`src/capture_pkg.sv`:
```
// shared constants and carrier types for the input capture channel
package capture_pkg;

   localparam int unsigned DATA_W = 16;
   localparam int unsigned ADDR_W = 4;
   localparam int unsigned BUF_DEPTH = 4;
   localparam int unsigned PTR_W = 2;

   // register byte offsets
   localparam logic [ADDR_W-1:0] OFS_CONTROL_ONE = 4'h0;
   localparam logic [ADDR_W-1:0] OFS_DISABLE_TWO = 4'h2;
   localparam logic [ADDR_W-1:0] OFS_BUFFER = 4'h4;
   localparam logic [ADDR_W-1:0] OFS_IRQ_STATUS = 4'h6;
   localparam logic [ADDR_W-1:0] OFS_IRQ_ENABLE = 4'h8;
   localparam logic [ADDR_W-1:0] OFS_IRQ_CLEAR = 4'hA;

   // field positions
   localparam int unsigned STOP_IDLE_POS = 13;
   localparam int unsigned TSEL_POS = 10;
   localparam int unsigned CPI_POS = 5;
   localparam int unsigned OVF_POS = 4;
   localparam int unsigned BNE_POS = 3;
   localparam int unsigned MODE_POS = 0;
   localparam int unsigned CH_DISABLE_POS = 8;

   // reset values
   localparam logic [DATA_W-1:0] CONTROL_RESET = 16'h0000;
   localparam logic [3:0] DISABLE_RESET = 4'h0;
   localparam logic [DATA_W-1:0] READ_IDLE = 16'h0000;

   // time base select codes
   localparam logic [2:0] TB_TIMER_THREE = 3'h0;
   localparam logic [2:0] TB_TIMER_TWO = 3'h1;
   localparam logic [2:0] TB_TIMER_FOUR = 3'h2;
   localparam logic [2:0] TB_TIMER_FIVE = 3'h3;
   localparam logic [2:0] TB_PERIPH = 3'h7;

   // prescaler terminal counts and full buffer level
   localparam logic [3:0] PRESC_LIMIT_FOUR = 4'h3;
   localparam logic [3:0] PRESC_LIMIT_SIXTEEN = 4'hF;
   localparam logic [2:0] FILL_FULL = 3'h4;

   typedef enum logic [2:0] {
      MODE_OFF = 3'h0,
      MODE_BOTH_EDGES = 3'h1,
      MODE_SPARE = 3'h2,
      MODE_FALLING = 3'h3,
      MODE_RISE_FOUR = 3'h4,
      MODE_RISE_SIXTEEN = 3'h5,
      MODE_UNUSED = 3'h6,
      MODE_WAKE = 3'h7
   } mode_t;

   typedef struct packed {
      logic [ADDR_W-1:0] addr;
      logic [DATA_W-1:0] wdata;
      logic wr;
      logic rd;
   } reg_req_t;

   typedef struct packed {
      logic [DATA_W-1:0] two;
      logic [DATA_W-1:0] three;
      logic [DATA_W-1:0] four;
      logic [DATA_W-1:0] five;
   } timer_values_t;

   typedef struct packed {
      logic wake;
      logic overflow;
      logic capture;
   } irq_bits_t;

   localparam irq_bits_t IRQ_RESET = 3'h0;

endpackage : capture_pkg

```
`src/capture_buffer_mem.sv`:
```
// small capture buffer memory with registered read data and write bypass
`timescale 1ns/1ps
`default_nettype none
module capture_buffer_mem (
   input wire logic core_clk,
   input wire logic rst,
   input wire logic wr_en,
   input wire logic [capture_pkg::PTR_W-1:0] wr_addr,
   input wire logic [capture_pkg::DATA_W-1:0] wr_data,
   input wire logic [capture_pkg::PTR_W-1:0] rd_addr,
   output logic [capture_pkg::DATA_W-1:0] rd_data
);

   typedef struct packed {
      logic [capture_pkg::BUF_DEPTH-1:0][capture_pkg::DATA_W-1:0] words;
      logic [capture_pkg::DATA_W-1:0] rd_data;
   } mem_state_t;

   mem_state_t m_q;
   mem_state_t m_d;

   always_comb
   begin
      m_d = m_q;
      if (wr_en)
      begin
         m_d.words[wr_addr] = wr_data;
      end
      // bypass so a word written this cycle is seen at once
      m_d.rd_data = m_d.words[rd_addr];
   end

   always_ff @(posedge core_clk or posedge rst)
   begin
      if (rst)
      begin
         m_q <= '0;
      end
      else
      begin
         m_q <= m_d;
      end
   end

   assign rd_data = m_q.rd_data;

endmodule : capture_buffer_mem
`default_nettype wire

```
`src/input_capture_control.sv`:
```
// input capture channel: edge detect, time stamp buffer, registers and interrupt
// Function
// - stop-in-idle set halts the channel while the processor idles
// - time base select picks peripheral clock or timer two, three, four, five
// - captures per interrupt gives interrupt every capture or every second, third or fourth capture
// - captures per interrupt is ignored in modes 001 and 111
// - overflow flag reads one after buffer overflow, software cannot write it
// - buffer not empty reads one while a captured value is waiting
// - only hardware changes overflow and not-empty flags; here a software write of mode 000 also clears both
// - mode 111 is only a rising edge wake input in sleep or idle
// - mode 110 leaves the channel disabled
// - mode 101 captures every sixteenth rising edge, 100 every fourth
// - mode 011 captures every falling edge
// - mode 001 captures every rising and every falling edge
// - mode 000 switches the channel off
// - a set module disable bit disables its channel
// - unimplemented bits read zero and ignore writes
//
// The placing of the registers and the strobed register port are this design's own decisions.
`timescale 1ns/1ps
`default_nettype none
module input_capture_control (
   input wire logic core_clk,
   input wire logic rst,
   input wire capture_pkg::reg_req_t reg_req,
   output logic [capture_pkg::DATA_W-1:0] reg_rdata,
   input wire logic capture_channel_pin,
   input wire logic cpu_idle,
   input wire logic cpu_sleep,
   input wire capture_pkg::timer_values_t timer_values,
   output logic irq
);

   typedef struct packed {
      logic stop_in_idle;
      logic [2:0] time_base_select;
      logic [1:0] captures_per_interrupt;
      capture_pkg::mode_t capture_mode;
      logic overflow_flag;
      logic [3:0] channel_disable;
      logic [capture_pkg::DATA_W-1:0] periph_count;
      logic sync1;
      logic sync2;
      logic pin_prev;
      logic [3:0] presc_count;
      logic [1:0] cpi_count;
      logic [capture_pkg::PTR_W-1:0] head;
      logic [capture_pkg::PTR_W-1:0] tail;
      logic [2:0] fill;
      capture_pkg::irq_bits_t status;
      capture_pkg::irq_bits_t enable;
      logic irq;
      logic [capture_pkg::DATA_W-1:0] rdata;
   } state_t;

   state_t s_q;
   state_t s_d;

   logic rise;
   logic fall;
   logic ch_off;
   logic running;
   logic presc_hit;
   logic edge_hit;
   logic capture;
   logic push;
   logic pop;
   logic ovf_evt;
   logic cpi_fire;
   logic wake;
   logic [capture_pkg::DATA_W-1:0] stamp;
   logic [capture_pkg::DATA_W-1:0] mem_rd_data;
   logic ctrl_wr;
   logic [2:0] wr_mode;

   // modes that store time stamps
   function automatic logic mode_captures(input capture_pkg::mode_t m);
      mode_captures = (m == capture_pkg::MODE_BOTH_EDGES) || (m == capture_pkg::MODE_FALLING) ||
         (m == capture_pkg::MODE_RISE_FOUR) || (m == capture_pkg::MODE_RISE_SIXTEEN);
   endfunction : mode_captures

   // time base mux, reserved codes stamp zero
   function automatic logic [capture_pkg::DATA_W-1:0] time_base(
      input logic [2:0] sel,
      input capture_pkg::timer_values_t tv,
      input logic [capture_pkg::DATA_W-1:0] periph
   );
      if (sel == capture_pkg::TB_PERIPH)
         time_base = periph;
      else if (sel == capture_pkg::TB_TIMER_FIVE)
         time_base = tv.five;
      else if (sel == capture_pkg::TB_TIMER_FOUR)
         time_base = tv.four;
      else if (sel == capture_pkg::TB_TIMER_TWO)
         time_base = tv.two;
      else if (sel == capture_pkg::TB_TIMER_THREE)
         time_base = tv.three;
      else
         time_base = capture_pkg::READ_IDLE;
   endfunction : time_base

   assign rise = s_q.sync2 & ~s_q.pin_prev;
   assign fall = ~s_q.sync2 & s_q.pin_prev;
   assign ch_off = s_q.channel_disable[0];
   // off, unused and spare modes never capture
   assign running = mode_captures(s_q.capture_mode) && !ch_off &&
      !(s_q.stop_in_idle && cpu_idle);
   assign presc_hit = (s_q.capture_mode == capture_pkg::MODE_RISE_SIXTEEN) ?
      (s_q.presc_count == capture_pkg::PRESC_LIMIT_SIXTEEN) :
      (s_q.presc_count == capture_pkg::PRESC_LIMIT_FOUR);

   always_comb
   begin
      case (s_q.capture_mode)
         capture_pkg::MODE_BOTH_EDGES: edge_hit = rise | fall;
         capture_pkg::MODE_FALLING: edge_hit = fall;
         capture_pkg::MODE_RISE_FOUR: edge_hit = rise & presc_hit;
         capture_pkg::MODE_RISE_SIXTEEN: edge_hit = rise & presc_hit;
         default: edge_hit = 1'h0;
      endcase
   end

   assign capture = running & edge_hit;
   assign push = capture && (s_q.fill != capture_pkg::FILL_FULL);
   assign ovf_evt = capture && (s_q.fill == capture_pkg::FILL_FULL);
   assign pop = reg_req.rd && (reg_req.addr == capture_pkg::OFS_BUFFER) && (s_q.fill != 3'h0);
   // every capture fires in both-edge mode
   assign cpi_fire = (s_q.capture_mode == capture_pkg::MODE_BOTH_EDGES) ||
      (s_q.cpi_count == s_q.captures_per_interrupt);
   assign wake = (s_q.capture_mode == capture_pkg::MODE_WAKE) && !ch_off && rise &&
      (cpu_sleep || cpu_idle);
   assign stamp = time_base(s_q.time_base_select, timer_values, s_q.periph_count);
   assign ctrl_wr = reg_req.wr && (reg_req.addr == capture_pkg::OFS_CONTROL_ONE);
   assign wr_mode = reg_req.wdata[capture_pkg::MODE_POS +: 3];

   always_comb
   begin
      capture_pkg::irq_bits_t ev;
      capture_pkg::irq_bits_t clr;
      ev = capture_pkg::IRQ_RESET;
      clr = capture_pkg::IRQ_RESET;
      s_d = s_q;
      s_d.sync1 = capture_channel_pin;
      s_d.sync2 = s_q.sync1;
      s_d.pin_prev = s_q.sync2;
      s_d.periph_count = s_q.periph_count + 16'h0001;
      s_d.rdata = capture_pkg::READ_IDLE;
      // prescaler counts rising edges in the prescaled modes
      if (running && rise &&
          ((s_q.capture_mode == capture_pkg::MODE_RISE_FOUR) ||
           (s_q.capture_mode == capture_pkg::MODE_RISE_SIXTEEN)))
      begin
         s_d.presc_count = presc_hit ? 4'h0 : s_q.presc_count + 4'h1;
      end
      if (capture)
      begin
         s_d.cpi_count = cpi_fire ? 2'h0 : s_q.cpi_count + 2'h1;
         ev.capture = cpi_fire;
      end
      ev.overflow = ovf_evt;
      ev.wake = wake;
      if (push)
      begin
         s_d.tail = s_q.tail + 2'h1;
      end
      if (pop)
      begin
         s_d.head = s_q.head + 2'h1;
      end
      s_d.fill = 3'(s_q.fill + {2'h0, push} - {2'h0, pop});
      if (reg_req.wr)
      begin
         if (reg_req.addr == capture_pkg::OFS_CONTROL_ONE)
         begin
            // status flag positions are not written
            s_d.stop_in_idle = reg_req.wdata[capture_pkg::STOP_IDLE_POS];
            s_d.time_base_select = reg_req.wdata[capture_pkg::TSEL_POS +: 3];
            s_d.captures_per_interrupt = reg_req.wdata[capture_pkg::CPI_POS +: 2];
            s_d.capture_mode = capture_pkg::mode_t'(wr_mode);
            if (wr_mode != s_q.capture_mode)
            begin
               s_d.cpi_count = 2'h0;
               s_d.presc_count = 4'h0;
            end
         end
         else if (reg_req.addr == capture_pkg::OFS_DISABLE_TWO)
         begin
            s_d.channel_disable = reg_req.wdata[capture_pkg::CH_DISABLE_POS +: 4];
         end
         else if (reg_req.addr == capture_pkg::OFS_IRQ_ENABLE)
         begin
            s_d.enable = reg_req.wdata[2:0];
         end
         else if (reg_req.addr == capture_pkg::OFS_IRQ_CLEAR)
         begin
            clr = reg_req.wdata[2:0];
         end
      end
      // switching off empties the buffer and restarts the counts
      if (s_d.capture_mode == capture_pkg::MODE_OFF)
      begin
         s_d.head = '0;
         s_d.tail = '0;
         s_d.fill = 3'h0;
         s_d.overflow_flag = 1'h0;
         s_d.cpi_count = 2'h0;
         s_d.presc_count = 4'h0;
      end
      if (ovf_evt)
      begin
         s_d.overflow_flag = 1'h1;
      end
      // a new event beats a clear in the same cycle
      s_d.status = (s_q.status & ~clr) | ev;
      s_d.irq = |(s_d.status & s_d.enable);
      if (reg_req.rd)
      begin
         if (reg_req.addr == capture_pkg::OFS_CONTROL_ONE)
         begin
            s_d.rdata[capture_pkg::STOP_IDLE_POS] = s_q.stop_in_idle;
            s_d.rdata[capture_pkg::TSEL_POS +: 3] = s_q.time_base_select;
            s_d.rdata[capture_pkg::CPI_POS +: 2] = s_q.captures_per_interrupt;
            s_d.rdata[capture_pkg::OVF_POS] = s_q.overflow_flag;
            s_d.rdata[capture_pkg::BNE_POS] = (s_q.fill != 3'h0);
            s_d.rdata[capture_pkg::MODE_POS +: 3] = s_q.capture_mode;
         end
         else if (reg_req.addr == capture_pkg::OFS_DISABLE_TWO)
         begin
            s_d.rdata[capture_pkg::CH_DISABLE_POS +: 4] = s_q.channel_disable;
         end
         else if (reg_req.addr == capture_pkg::OFS_BUFFER)
         begin
            s_d.rdata = mem_rd_data;
         end
         else if (reg_req.addr == capture_pkg::OFS_IRQ_STATUS)
         begin
            s_d.rdata[2:0] = s_q.status;
         end
         else if (reg_req.addr == capture_pkg::OFS_IRQ_ENABLE)
         begin
            s_d.rdata[2:0] = s_q.enable;
         end
      end
   end

   always_ff @(posedge core_clk or posedge rst)
   begin
      if (rst)
      begin
         s_q <= '0;
         s_q.channel_disable <= capture_pkg::DISABLE_RESET;
         s_q.status <= capture_pkg::IRQ_RESET;
         s_q.enable <= capture_pkg::IRQ_RESET;
         s_q.rdata <= capture_pkg::READ_IDLE;
      end
      else
      begin
         s_q <= s_d;
      end
   end

   capture_buffer_mem u_buffer (
      .core_clk(core_clk),
      .rst(rst),
      .wr_en(push),
      .wr_addr(s_q.tail),
      .wr_data(stamp),
      .rd_addr(s_d.head),
      .rd_data(mem_rd_data)
   );

   assign reg_rdata = s_q.rdata;
   assign irq = s_q.irq;

   chk_idle_halt: assert property (
      @(posedge core_clk) disable iff (rst)
      (s_q.stop_in_idle && cpu_idle) |-> !push)
      else $error("capture stored while halted in idle");
   chk_tsel_stamp: assert property (
      @(posedge core_clk) disable iff (rst)
      (push && s_q.time_base_select == capture_pkg::TB_TIMER_FIVE) |-> stamp == timer_values.five)
      else $error("time stamp not from selected time base");
   chk_cpi_fourth: assert property (
      @(posedge core_clk) disable iff (rst)
      (capture && s_q.captures_per_interrupt == 2'h3 &&
       s_q.capture_mode != capture_pkg::MODE_BOTH_EDGES)
      |=> s_q.status.capture == ($past(s_q.cpi_count) == 2'h3 || $past(s_q.status.capture)))
      else $error("capture interrupt count wrong");
   chk_cpi_ignored: assert property (
      @(posedge core_clk) disable iff (rst)
      (capture && s_q.capture_mode == capture_pkg::MODE_BOTH_EDGES) |=> s_q.status.capture)
      else $error("both-edge capture did not raise interrupt");
   chk_ovf_set: assert property (
      @(posedge core_clk) disable iff (rst)
      ovf_evt |=> s_q.overflow_flag && s_q.fill == capture_pkg::FILL_FULL || !running)
      else $error("overflow flag not set on full buffer");
   chk_bne_read: assert property (
      @(posedge core_clk) disable iff (rst)
      (reg_req.rd && reg_req.addr == capture_pkg::OFS_CONTROL_ONE)
      |=> reg_rdata[capture_pkg::BNE_POS] == ($past(s_q.fill) != 3'h0))
      else $error("not-empty flag disagrees with buffer");
   chk_flags_ro: assert property (
      @(posedge core_clk) disable iff (rst)
      (ctrl_wr && wr_mode == s_q.capture_mode && wr_mode != capture_pkg::MODE_OFF && !ovf_evt)
      |=> s_q.overflow_flag == $past(s_q.overflow_flag))
      else $error("software write changed overflow flag");
   chk_wake_only: assert property (
      @(posedge core_clk) disable iff (rst)
      (s_q.capture_mode == capture_pkg::MODE_WAKE) |-> !push ##1 (s_q.status.wake || !$past(wake)))
      else $error("wake mode misbehaved");
   chk_unused_off: assert property (
      @(posedge core_clk) disable iff (rst)
      (s_q.capture_mode == capture_pkg::MODE_UNUSED) |-> !capture)
      else $error("unused mode captured");
   chk_presc_sixteen: assert property (
      @(posedge core_clk) disable iff (rst)
      (push && s_q.capture_mode == capture_pkg::MODE_RISE_SIXTEEN)
      |-> rise && s_q.presc_count == 4'hF)
      else $error("sixteen-edge prescale wrong");
   chk_falling_only: assert property (
      @(posedge core_clk) disable iff (rst)
      (capture && s_q.capture_mode == capture_pkg::MODE_FALLING) |-> fall && !rise)
      else $error("falling mode captured without falling edge");
   chk_both_edges: assert property (
      @(posedge core_clk) disable iff (rst)
      (running && s_q.capture_mode == capture_pkg::MODE_BOTH_EDGES && (rise || fall)) |-> capture)
      else $error("edge missed in both-edge mode");
   chk_off_empty: assert property (
      @(posedge core_clk) disable iff (rst)
      (s_q.capture_mode == capture_pkg::MODE_OFF) |-> s_q.fill == 3'h0 && !capture)
      else $error("channel active while off");
   chk_disable_bit: assert property (
      @(posedge core_clk) disable iff (rst)
      s_q.channel_disable[0] |-> !capture && !wake)
      else $error("disabled channel active");
   chk_reserved_zero: assert property (
      @(posedge core_clk) disable iff (rst)
      (reg_req.rd && reg_req.addr == capture_pkg::OFS_DISABLE_TWO)
      |=> reg_rdata[15:12] == 4'h0 && reg_rdata[7:0] == 8'h00)
      else $error("reserved bits read nonzero");
   chk_push_fill: assert property (
      @(posedge core_clk) disable iff (rst)
      (push && !pop && !ctrl_wr) |=> s_q.fill == $past(s_q.fill) + 3'h1)
      else $error("capture not stored");
   chk_mode_restart: assert property (
      @(posedge core_clk) disable iff (rst)
      (ctrl_wr && wr_mode != s_q.capture_mode) |=> s_q.cpi_count == 2'h0)
      else $error("capture count not restarted");

endmodule : input_capture_control
`default_nettype wire

```
`config.mk`:
```
export PLATFORM = sky130hd
export DESIGN_NAME = input_capture_control
export DESIGN_NICKNAME = d
export VERILOG_FILES = /design/src/capture_pkg.sv /design/src/capture_buffer_mem.sv /design/src/input_capture_control.sv
export SDC_FILE = /design/constraint.sdc
export NUM_CORES = 1
export LEC_CHECK = 0
export ABC_AREA = 0
export BUFFER_PORTS_ARGS = -buffer_cell sky130_fd_sc_hd__buf_2
export CAP_MARGIN = 20
export CORE_MARGIN = 2
export CORE_UTILIZATION = 54
export CTS_BUF_LIST = sky130_fd_sc_hd__clkbuf_8
export DETAILED_ROUTE_END_ITERATION = 6
export HOLD_SLACK_MARGIN = 0.12
export PLACE_DENSITY = 0.87
export SYNTH_ARGS = -nofsm -noshare
export SYNTH_HDL_FRONTEND = slang
export SYNTH_SLANG_ARGS = --single-unit
```
`constraint.sdc`:
```
create_clock -name core_clk -period 4.6 [get_ports core_clk]
set_input_delay 0.92 -clock core_clk [delete_from_list [all_inputs] [get_ports core_clk]]
set_output_delay 0.92 -clock core_clk [all_outputs]
set_load 0.02 [all_outputs]
```
### Yosys cells after proc, flatten, opt, wreduce, memory -nomap -nowiden

Cells that the tools add are included.

* input bits: 91
* word-level logic and storage cells: 150
* flip-flop bits (word level): 149

* equality and inequality tests: 20
* bitwise operators: 12
* add/sub/neg operators: 7
* reduce and logical (&&, ||, !) cells: 31
* magnitude comparators: 3
* multiplexer cells: 49

Operator list (number)
* $mux W16: 8
* $bwmux W64: 1
* $mux W64: 1
* $mux W3: 15
* $bmux W16 S2: 1
* $demux W16 S2: 1
* $mux W13: 2
* $mux W4: 5
* $mux W6: 3
* $add A16 B1 Y16 const B: 1
* $eq A3 B3 Y1 const B: 5
* $logic_and A1 B1 Y1: 13
* $eq A4 B4 Y1 const B: 3
* $mux W2: 5
* $eq A3 B2 Y1 const B: 3
* $eq A4 B2 Y1 const B: 2
* $eq A4 B3 Y1 const B: 2
* $mux W8: 1
* $mux W7: 1
* $add A2 B1 Y2 const B: 3
* $and A3 B3 Y3: 2
* $eq A3 B1 Y1 const B: 2
* $logic_not A3 Y1: 2
* $logic_or A1 B1 Y1: 6
* 23 further kinds: 34

### Depth between registers and ports, before layout

Gate-level depths: netlist of run 1.

* depth in word-level cells: 15
* depth in mapped cells: 12

### Hierarchy

A second synthesis of run 1 with hierarchy kept.

* cell total of the unflattened synthesis: 577
* area total of the unflattened synthesis: 7363.3 µm²

Modules (own cells, without submodules)
* input_capture_control: seq. area each 1726.7 µm², times used 1, area an instance 3973.8 µm², cells an instance 388
* capture_buffer_mem: seq. area each 2001.9 µm², times used 1, area an instance 3389.5 µm², cells an instance 189

### Least setup slack after synthesis of run 1

No wires, ideal clock.

* path type: input to register
* from: in reg_req[21] (netlist bit)
* to: reg u_buffer.m_q, in the netlist u_buffer.rd_data[10]
* setup time: 126 ps
* arrival time: 2770 ps
* cell stages on the path: 9
* setup slack: 1704 ps
* cell sequence: buf_2 -> or4b_4 -> o31a_1 -> o211ai_2 -> inv_2 -> nand2_4 -> buf_12 -> o32ai_2 -> a221o_1

RTL lines
* from (decl): RTL line input_capture_control.sv:25 `input wire capture_pkg::reg_req_t reg_req,`
* to (signal assigned): RTL line capture_buffer_mem.sv:41 `m_q <= m_d;`
* to (decl): RTL line capture_buffer_mem.sv:19 `mem_state_t m_q;`

==> summary.md, run 1 <==
| Metric | Value |
|---|---|
| Initial antenna violation count | `0` |
| Syn nets | `778` |
| Die X | `121.0 um` |
| CP max-delay cell | `nor4_2` |
| Post-synthesis register bit count | `149` |
| Chip Height | `121.0 um` |
| Antenna cells | `0` |
| Tightest Pin Transition | `1.016 ns` |
| I/O Buffers | `102` |
| Minimum clock period | `2.814 ns` |
| WP data arrival | `3.15 ns` |
| CTS max path bufs | `2` |
| Number of buffers added for setup after CTS | `0` |
| Maximum capacitance violations | `0` |
| WP buf/inv | `2` |
| Cell Chain, Critical Path | `buf_2 > nor4_2 > nand3_1 > o211ai_2 > clkinv_2 > nand2_1 > o32ai_1 > a221o_1` |
| Critical Path Max Stage Delay | `0.53 ns` |
| Post-route insts no fill | `948` |
| Initial Util | `0.5556` |
| RSZ-0062 raised after global routing | `no` |
| CTS tree | `done` |
| Layout cells sized above 1 | `0.2850` |
| Power share of the sequential group | `0.479` |
| Clk sink count | `149` |
| Post-synthesis cell type count | `59` |
| Via count normalized by instance count | `5.782` |
| Area of the multi-input gates | `0.003273 sq mm` |
| Vias in the first global route | `5568` |
| CP required | `4.94 ns` |
| Post-Layout Inst Area | `0.008299 sq mm` |
| Most frequent cell after synthesis | `dfrtp_1` |
| Reg2Reg Setup Slack | `1.81 ns` |
| Util after Layout | `0.6242` |
| Power, Total | `3.485 mW` |
| Latest clock arrival within the worst-skew pair | `0.45 ns` |
| Biggest area consumer among synthesized cells | `dfrtp_1` |
| Crit start category | `primary input` |
| Synthesized instance count | `676` |
| Sequential area share after synthesis | `0.5047` |
| I/O pin total | `108` |
| R2R Path Start | `s_q[61]` |
| Endpoints failing setup | `0` |
| Num CTS Buffers | `17` |
| Final ANT Viol Nets | `0` |
| Power density over cell area | `419.9 mW/mm^2` |
| Clock transition at path regs | `0.09 ns` |
| Slew HR | `0.3224` |
| DP HPWL | `11.72 mm` |
| Instance area at placement | `0.007904 sq mm` |
| Cells on worst reg2reg path | `10` |
| Clk_skew | `0.01359 ns` |
| Primary FF master, synth | `dfrtp_1` |
| Dominant cells by area after synthesis | `dfrtp_1 50%, mux2_2 8.5%, mux2i_1 4.2%, nor2_1 3.8%, a21oi_1 2.6%` |
| Final wirelength | `16.91 mm` |
| CP Capture Type | `register` |
| Final setup TNS | `0 ns` |
| FP Rows | `42` |
| Clock power share | `0.292` |
| Fmax | `0.3554 GHz` |
| Vias | `5481` |
| Starting DRT DRC Count | `444` |
| Fin. max-slew vios | `0` |
| RR Endpoint | `s_q[25]` |
| YS warnings | `0` |
| Syn Area/Cell | `10.93 sq um` |
| Pin count of the biggest net entering global routing | `150` |
| Top cell type's share of synthesized area | `0.5047` |
| Mapped cell area | `0.007387 sq mm` |
| Core Area | `0.01330 sq mm` |
| Worst Hold Class | `register to register` |
| Final #Nets | `862` |
| Full die area | `0.01463 sq mm` |
| Worst Path Class, Setup | `primary input to register` |
| Leak Pwr | `4.030 nW` |
| Aggregate global-route resource usage | `0.2485` |
| DRC | `0` |
| Asr flop ratio synth | `1.000` |
| CTS H-tree depth | `4` |
| CP top delay family | `simple AND/OR/NAND/NOR gates` |
| Net Sw Frac | `0.3103` |
| Clk root buf | `clkbuf_8` |
| Register area | `0.003729 sq mm` |
| Gpl congestion | `0.9255` |
| # hold bufs at CTS | `0` |
| Global-route wire length before repair | `27.83 mm` |
| Int Power | `2.403 mW` |
| # resized after CTS | `0` |
| First-pass DRT Iterations | `5` |
| Highest net fanout along the worst path | `12` |
| Final period util | `0.6117` |
| Comb pwr share | `0.228` |
| Number of synthesized flops with an enable pin | `0` |
| GR Overflow Total | `0` |
| Status | `finished clean` |
| Wirelength per Cell | `17.83 um` |
| Commonest cells in the netlist | `149 x dfrtp_1, 75 x nor2_1, 56 x mux2_2, 44 x nand2_1, 38 x a21oi_1` |
| Final hold vios | `0` |
| Hold depth | `0` |
| Hold Path End | `s_d[36]` |
| Min-delay src | `s_d[37]` |
| Max rail drop VDD | `0.0002127 V` |
| Fillcell total | `1046` |
| Area grow syn2layout | `12.35%` |
| P_sw | `1.081 mW` |
| Post-Place Cells | `917` |
## worst max-delay path by stage
stage	start	endpoint	depth (start not counted)	slack [ns]
2_1_floorplan	reg_req[21]	u_buffer.rd_data[10]	9	1.70
3_3_place_gp	reg_req[19]	u_buffer.rd_data[15]	8	1.44
3_5_place_dp	reg_req[19]	u_buffer.rd_data[15]	8	1.34
4_1_cts	s_q[61]	s_q[25]	10	1.82
5_1_grt	s_q[61]	s_q[25]	10	1.56
6_report	reg_req[19]	u_buffer.rd_data[15]	8	1.79
## placed cells by master (no fill, tap or decap), types with 7 or more instances in the layout
cell type  count
and2_1        10
a21oi_1       38
o22ai_1       14
dfrtp_1      149
mux2i_1       31
a22o_1         7
nand3_1       11
and3_1        13
ha_1          10
inv_1         25
buf_2        102
nor2_1        75
xor2_1         7
o21a_1        10
o21ai_0       21
o32ai_1        7
nor2b_1       10
xnor2_1       17
nand2_1       44
clkbuf_8      17
a221o_1       10
mux2_2        56
## routing by layer
metal	global-route usage	share of wire	vias to the layer above
met4	0.1097	0.030	0
met3	0.06579	0.065	39
met2	0.4077	0.48	219
li1	-	-	2556
met1	0.3098	0.42	2667
met5	0	0	-
## area by class of cell
cell class,instances,share of cell area
Clock buffer,17,0.02819
Clock inverter,14,0.01945
Inverter,27,0.01281
Multi-Input combinational cell,456,0.3944
Sequential cell,149,0.4493
Tap cell,176,0.02653
Timing Repair Buffer,109,0.06935
## cell families (layout without fill, tap and decap cells)
kind of cell,count (synthesis),after routing,synth area share
XOR/XNOR,24,24,0.02846
buffers and inverters,71,167,0.05217
AND/OR/NAND/NOR,193,193,0.1284
flip-flops,149,149,0.5047
multiplexers,87,87,0.1274
AO/OA/AOI/OAI,141,141,0.1392
adder cells (fa/ha/maj),11,11,0.01965
## metrics by stage
stage | worst slack, ns | hold slack, ns
floorplan | 1.704 | 0.3312
detailed placement | 1.338 | 0.3582
finish | 1.786 | 0.3693
global route | 1.562 | 0.3820
global placement | 1.444 | 0.3448
CTS | 1.815 | 0.3833
## power by group through the flow
stage	combinational (mW)	clock (mW)	sequential (mW)
after floorplan	0.625	0	1.61
after global placement	0.753	0	1.68
after detailed placement	0.777	0	1.69
after CTS	0.789	1.04	1.67
after global routing	0.878	1.09	1.69
final	0.796	1.02	1.67
## state kept, by name, indices dropped and copies added (netlist names)
name,count
u_buffer.m_q,64
ch_off,1
s_d,2
reg_rdata,16
irq,1
s_q,49
u_buffer.rd_data,16
(Power assumes the default switching activity.)
==> inputs of run 2 (changes only) <==
==> constraint.sdc (replaced) <==
create_clock -name core_clk -period 2.4 [get_ports core_clk]
set_input_delay 0.48 -clock core_clk [delete_from_list [all_inputs] [get_ports core_clk]]
set_output_delay 0.48 -clock core_clk [all_outputs]
set_load 0.02 [all_outputs]
==> run 2 against run 1 <==
Net effect:
- first-iteration DRC count up 8.8%
- via count up 5.8%
- register-to-register slack worse by 1.8 ns
- worst setup slack worse by 1.8 ns
- flip-flop and latch count unchanged
- clock skew down 0.0024 ns
- combinational power up 120%
- largest power group unchanged
- highest routed layer unchanged
==> summary.md, run 2 (synthesis results as in run 1) <==
| Metric | Value |
|---|---|
| Leak Pwr | `4.368 nW (+8.4%)` |
| DP HPWL | `12.69 mm (+8.3%)` |
| CTS tree | `done` |
| Layout cells sized above 1 | `0.3627 (+0.07768)` |
| Initial antenna violation count | `0 (unchanged)` |
| Fin. max-slew vios | `0 (unchanged)` |
| Final #Nets | `920 (+6.7%)` |
| Num CTS Buffers | `17 (unchanged)` |
| FP Rows | `42 (unchanged)` |
| Vias in the first global route | `5788 (+4.0%)` |
| Final period util | `0.9961` |
| Fmax | `0.4183 GHz` |
| Pin count of the biggest net entering global routing | `79 (-47%)` |
| Endpoints failing setup | `0 (unchanged)` |
| Clk root buf | `clkbuf_8` |
| CTS max path bufs | `2 (unchanged)` |
| Clock transition at path regs | `0.08 ns (about the same)` |
| Commonest non-fill, non-tap cells in the layout | `148 x dfrtp_1, 102 x buf_2, 75 x nor2_1` |
| Area grow syn2layout | `22.09%` |
| Tightest Pin Transition | `0.5251 ns (-0.4913 ns)` |
| Chip Height | `121.0 um (unchanged)` |
| Maximum capacitance violations | `0 (unchanged)` |
| Final ANT Viol Nets | `0 (unchanged)` |
| Full die area | `0.01463 sq mm (unchanged)` |
| Max rail drop VDD | `0.0004190 V (+97%)` |
| First-pass DRT Iterations | `5 (unchanged)` |
| Top flop regs | `u_buffer.m_q x64, s_q x49` |
| Post-Layout Inst Area | `0.009019 sq mm (+8.7%)` |
| Slew HR | `0.6496 (+0.3272)` |
| Gpl congestion | `0.9336 (+0.88%)` |
| Die X | `121.0 um (unchanged)` |
| RSZ-0062 raised after global routing | `yes` |
| Clk sink count | `149 (unchanged)` |
| Aggregate global-route resource usage | `0.2533 (+0.004765)` |
| I/O pin total | `108 (unchanged)` |
| I/O Buffers | `102 (unchanged)` |
| Final hold vios | `0 (unchanged)` |
| Power, Total | `6.741 mW (+93%)` |
| Worst Hold Class | `primary input to register` |
| GR Overflow Total | `0 (unchanged)` |
| Final wirelength | `18.41 mm (+8.9%)` |
| Minimum clock period | `2.391 ns` |
| Status | `finished clean` |
| CP required | `2.75 ns (-2.19 ns)` |
| Via count normalized by instance count | `5.766 (-0.26%)` |
| Met3 Resource Use GR | `0.05639 (-0.009398)` |
| Latest clock arrival within the worst-skew pair | `0.46 ns (about the same)` |
| Largest register by flop count | `u_buffer.m_q` |
| Post-Place Cells | `960 (+4.7%)` |
| Instance area at placement | `0.008323 sq mm (+5.3%)` |
| WP data arrival | `2.74 ns (-0.41 ns)` |
| Global-route wire length before repair | `28.37 mm (+2.0%)` |
| Clk_skew | `0.01117 ns (-0.002423 ns)` |
| Max reg flops | `64 (unchanged)` |
| Most Crowded Layer GR | `met2` |
| Highest net fanout along the worst path | `8 (-4)` |
| DRC | `0 (unchanged)` |
| Commonest non-fill, non-tap cell in the layout | `dfrtp_1` |
| Wirelength per Cell | `18.30 um (+2.6%)` |
| GRT met2 Usage | `0.4326 (+0.02493)` |
| CP Capture Type | `register` |
| CTS H-tree depth | `4 (unchanged)` |
| Power density over cell area | `747.4 mW/mm^2 (+78%)` |
| Core Area | `0.01330 sq mm (unchanged)` |
| Worst Path Class, Setup | `register to register` |
| Crit start category | `register` |
| Starting DRT DRC Count | `483 (+8.8%)` |
| Post-route insts no fill | `1006 (+6.1%)` |
| Initial Util | `0.5556 (unchanged)` |
| Vias | `5801 (+5.8%)` |
| Antenna cells | `0 (unchanged)` |
| Grt met1 use | `0.3165 (+0.006730)` |
-- run 2: area by class of cell --
class | count | area (sq um)
clock buffer | 21 | 289.0
clock inverter | 10 | 81.33
fill | 977 | 4277
inverter | 27 | 106.4
multi-input combinational | 456 | 3435
sequential | 149 | 3730
tap | 176 | 220.2
timing repair buffer | 167 | 1157
-- run 2: worst paths after layout --
path | from | endpoint | slack (ns) | depth (start not counted)
setup / recovery | s_q[61] | u_buffer.rd_data[8] | 0.009 | 9
hold / removal | reg_req[14] | s_q[67] | 0.25 | 2
setup reg to reg | s_q[61] | u_buffer.rd_data[8] | 0.009 | 9
hold reg to reg | s_d[37] | s_d[36] | 0.35 | 0
max in group asynchronous | rst | s_q[61] | 1.06 | 4
min in group asynchronous | rst | s_q[18] | 0.57 | 3
-- run 2: where the power goes --
part	internal, mW	total [mW]	leakage, nW	switching [mW]
combinational	0.794	1.76	2.20	0.965
clock	0.909	1.82	0.190	0.915
sequential	2.93	3.16	1.97	0.233
-- run 2: timing repair --
action | 4_1_cts | 5_1_grt
hold buffers | 2 | 0
pin swaps | 1 | 10
endpoints found under the setup margin | 2 | 17
hold endpoints to repair | 17 | 0
resized for setup | 2 | 33
cloned | 0 | 4
buffers inserted | 0 | 9
-- run 2: stage by stage --
stage	setup TNS (ns)	hold slack, ns	utilization	setup slack, ns
floorplan	-0.06501	0.3312	-	-0.01814
CTS	0	0.2324	0.6562	0.01478
global placement	-0.4943	0.3460	0.6260	-0.03882
global route	-0.7004	0.2390	0.6783	-0.06536
detailed placement	-1.440	0.3477	0.6260	-0.1116
finish	0	0.2510	0.6783	0.009376
-- run 2: routing by layer --
layer  vias up  share of wire  wire, um
met5         -              0         0
met2       222           0.51      9374
li1       2660              -         -
met1      2878           0.41      7526
met3        41          0.058      1077
met4         0          0.024       435
-- run 2: critical path: stages, from the launching register on --
cell and delay [ns]:
dfrtp_2 0.43, and2b_2 0.28, o2111ai_4 0.13, buf_6 0.17, a211oi_4 0.33, buf_4 0.19
buf_6 0.14, mux2_2 0.35, o22ai_1 0.17, nor2_1 0.08
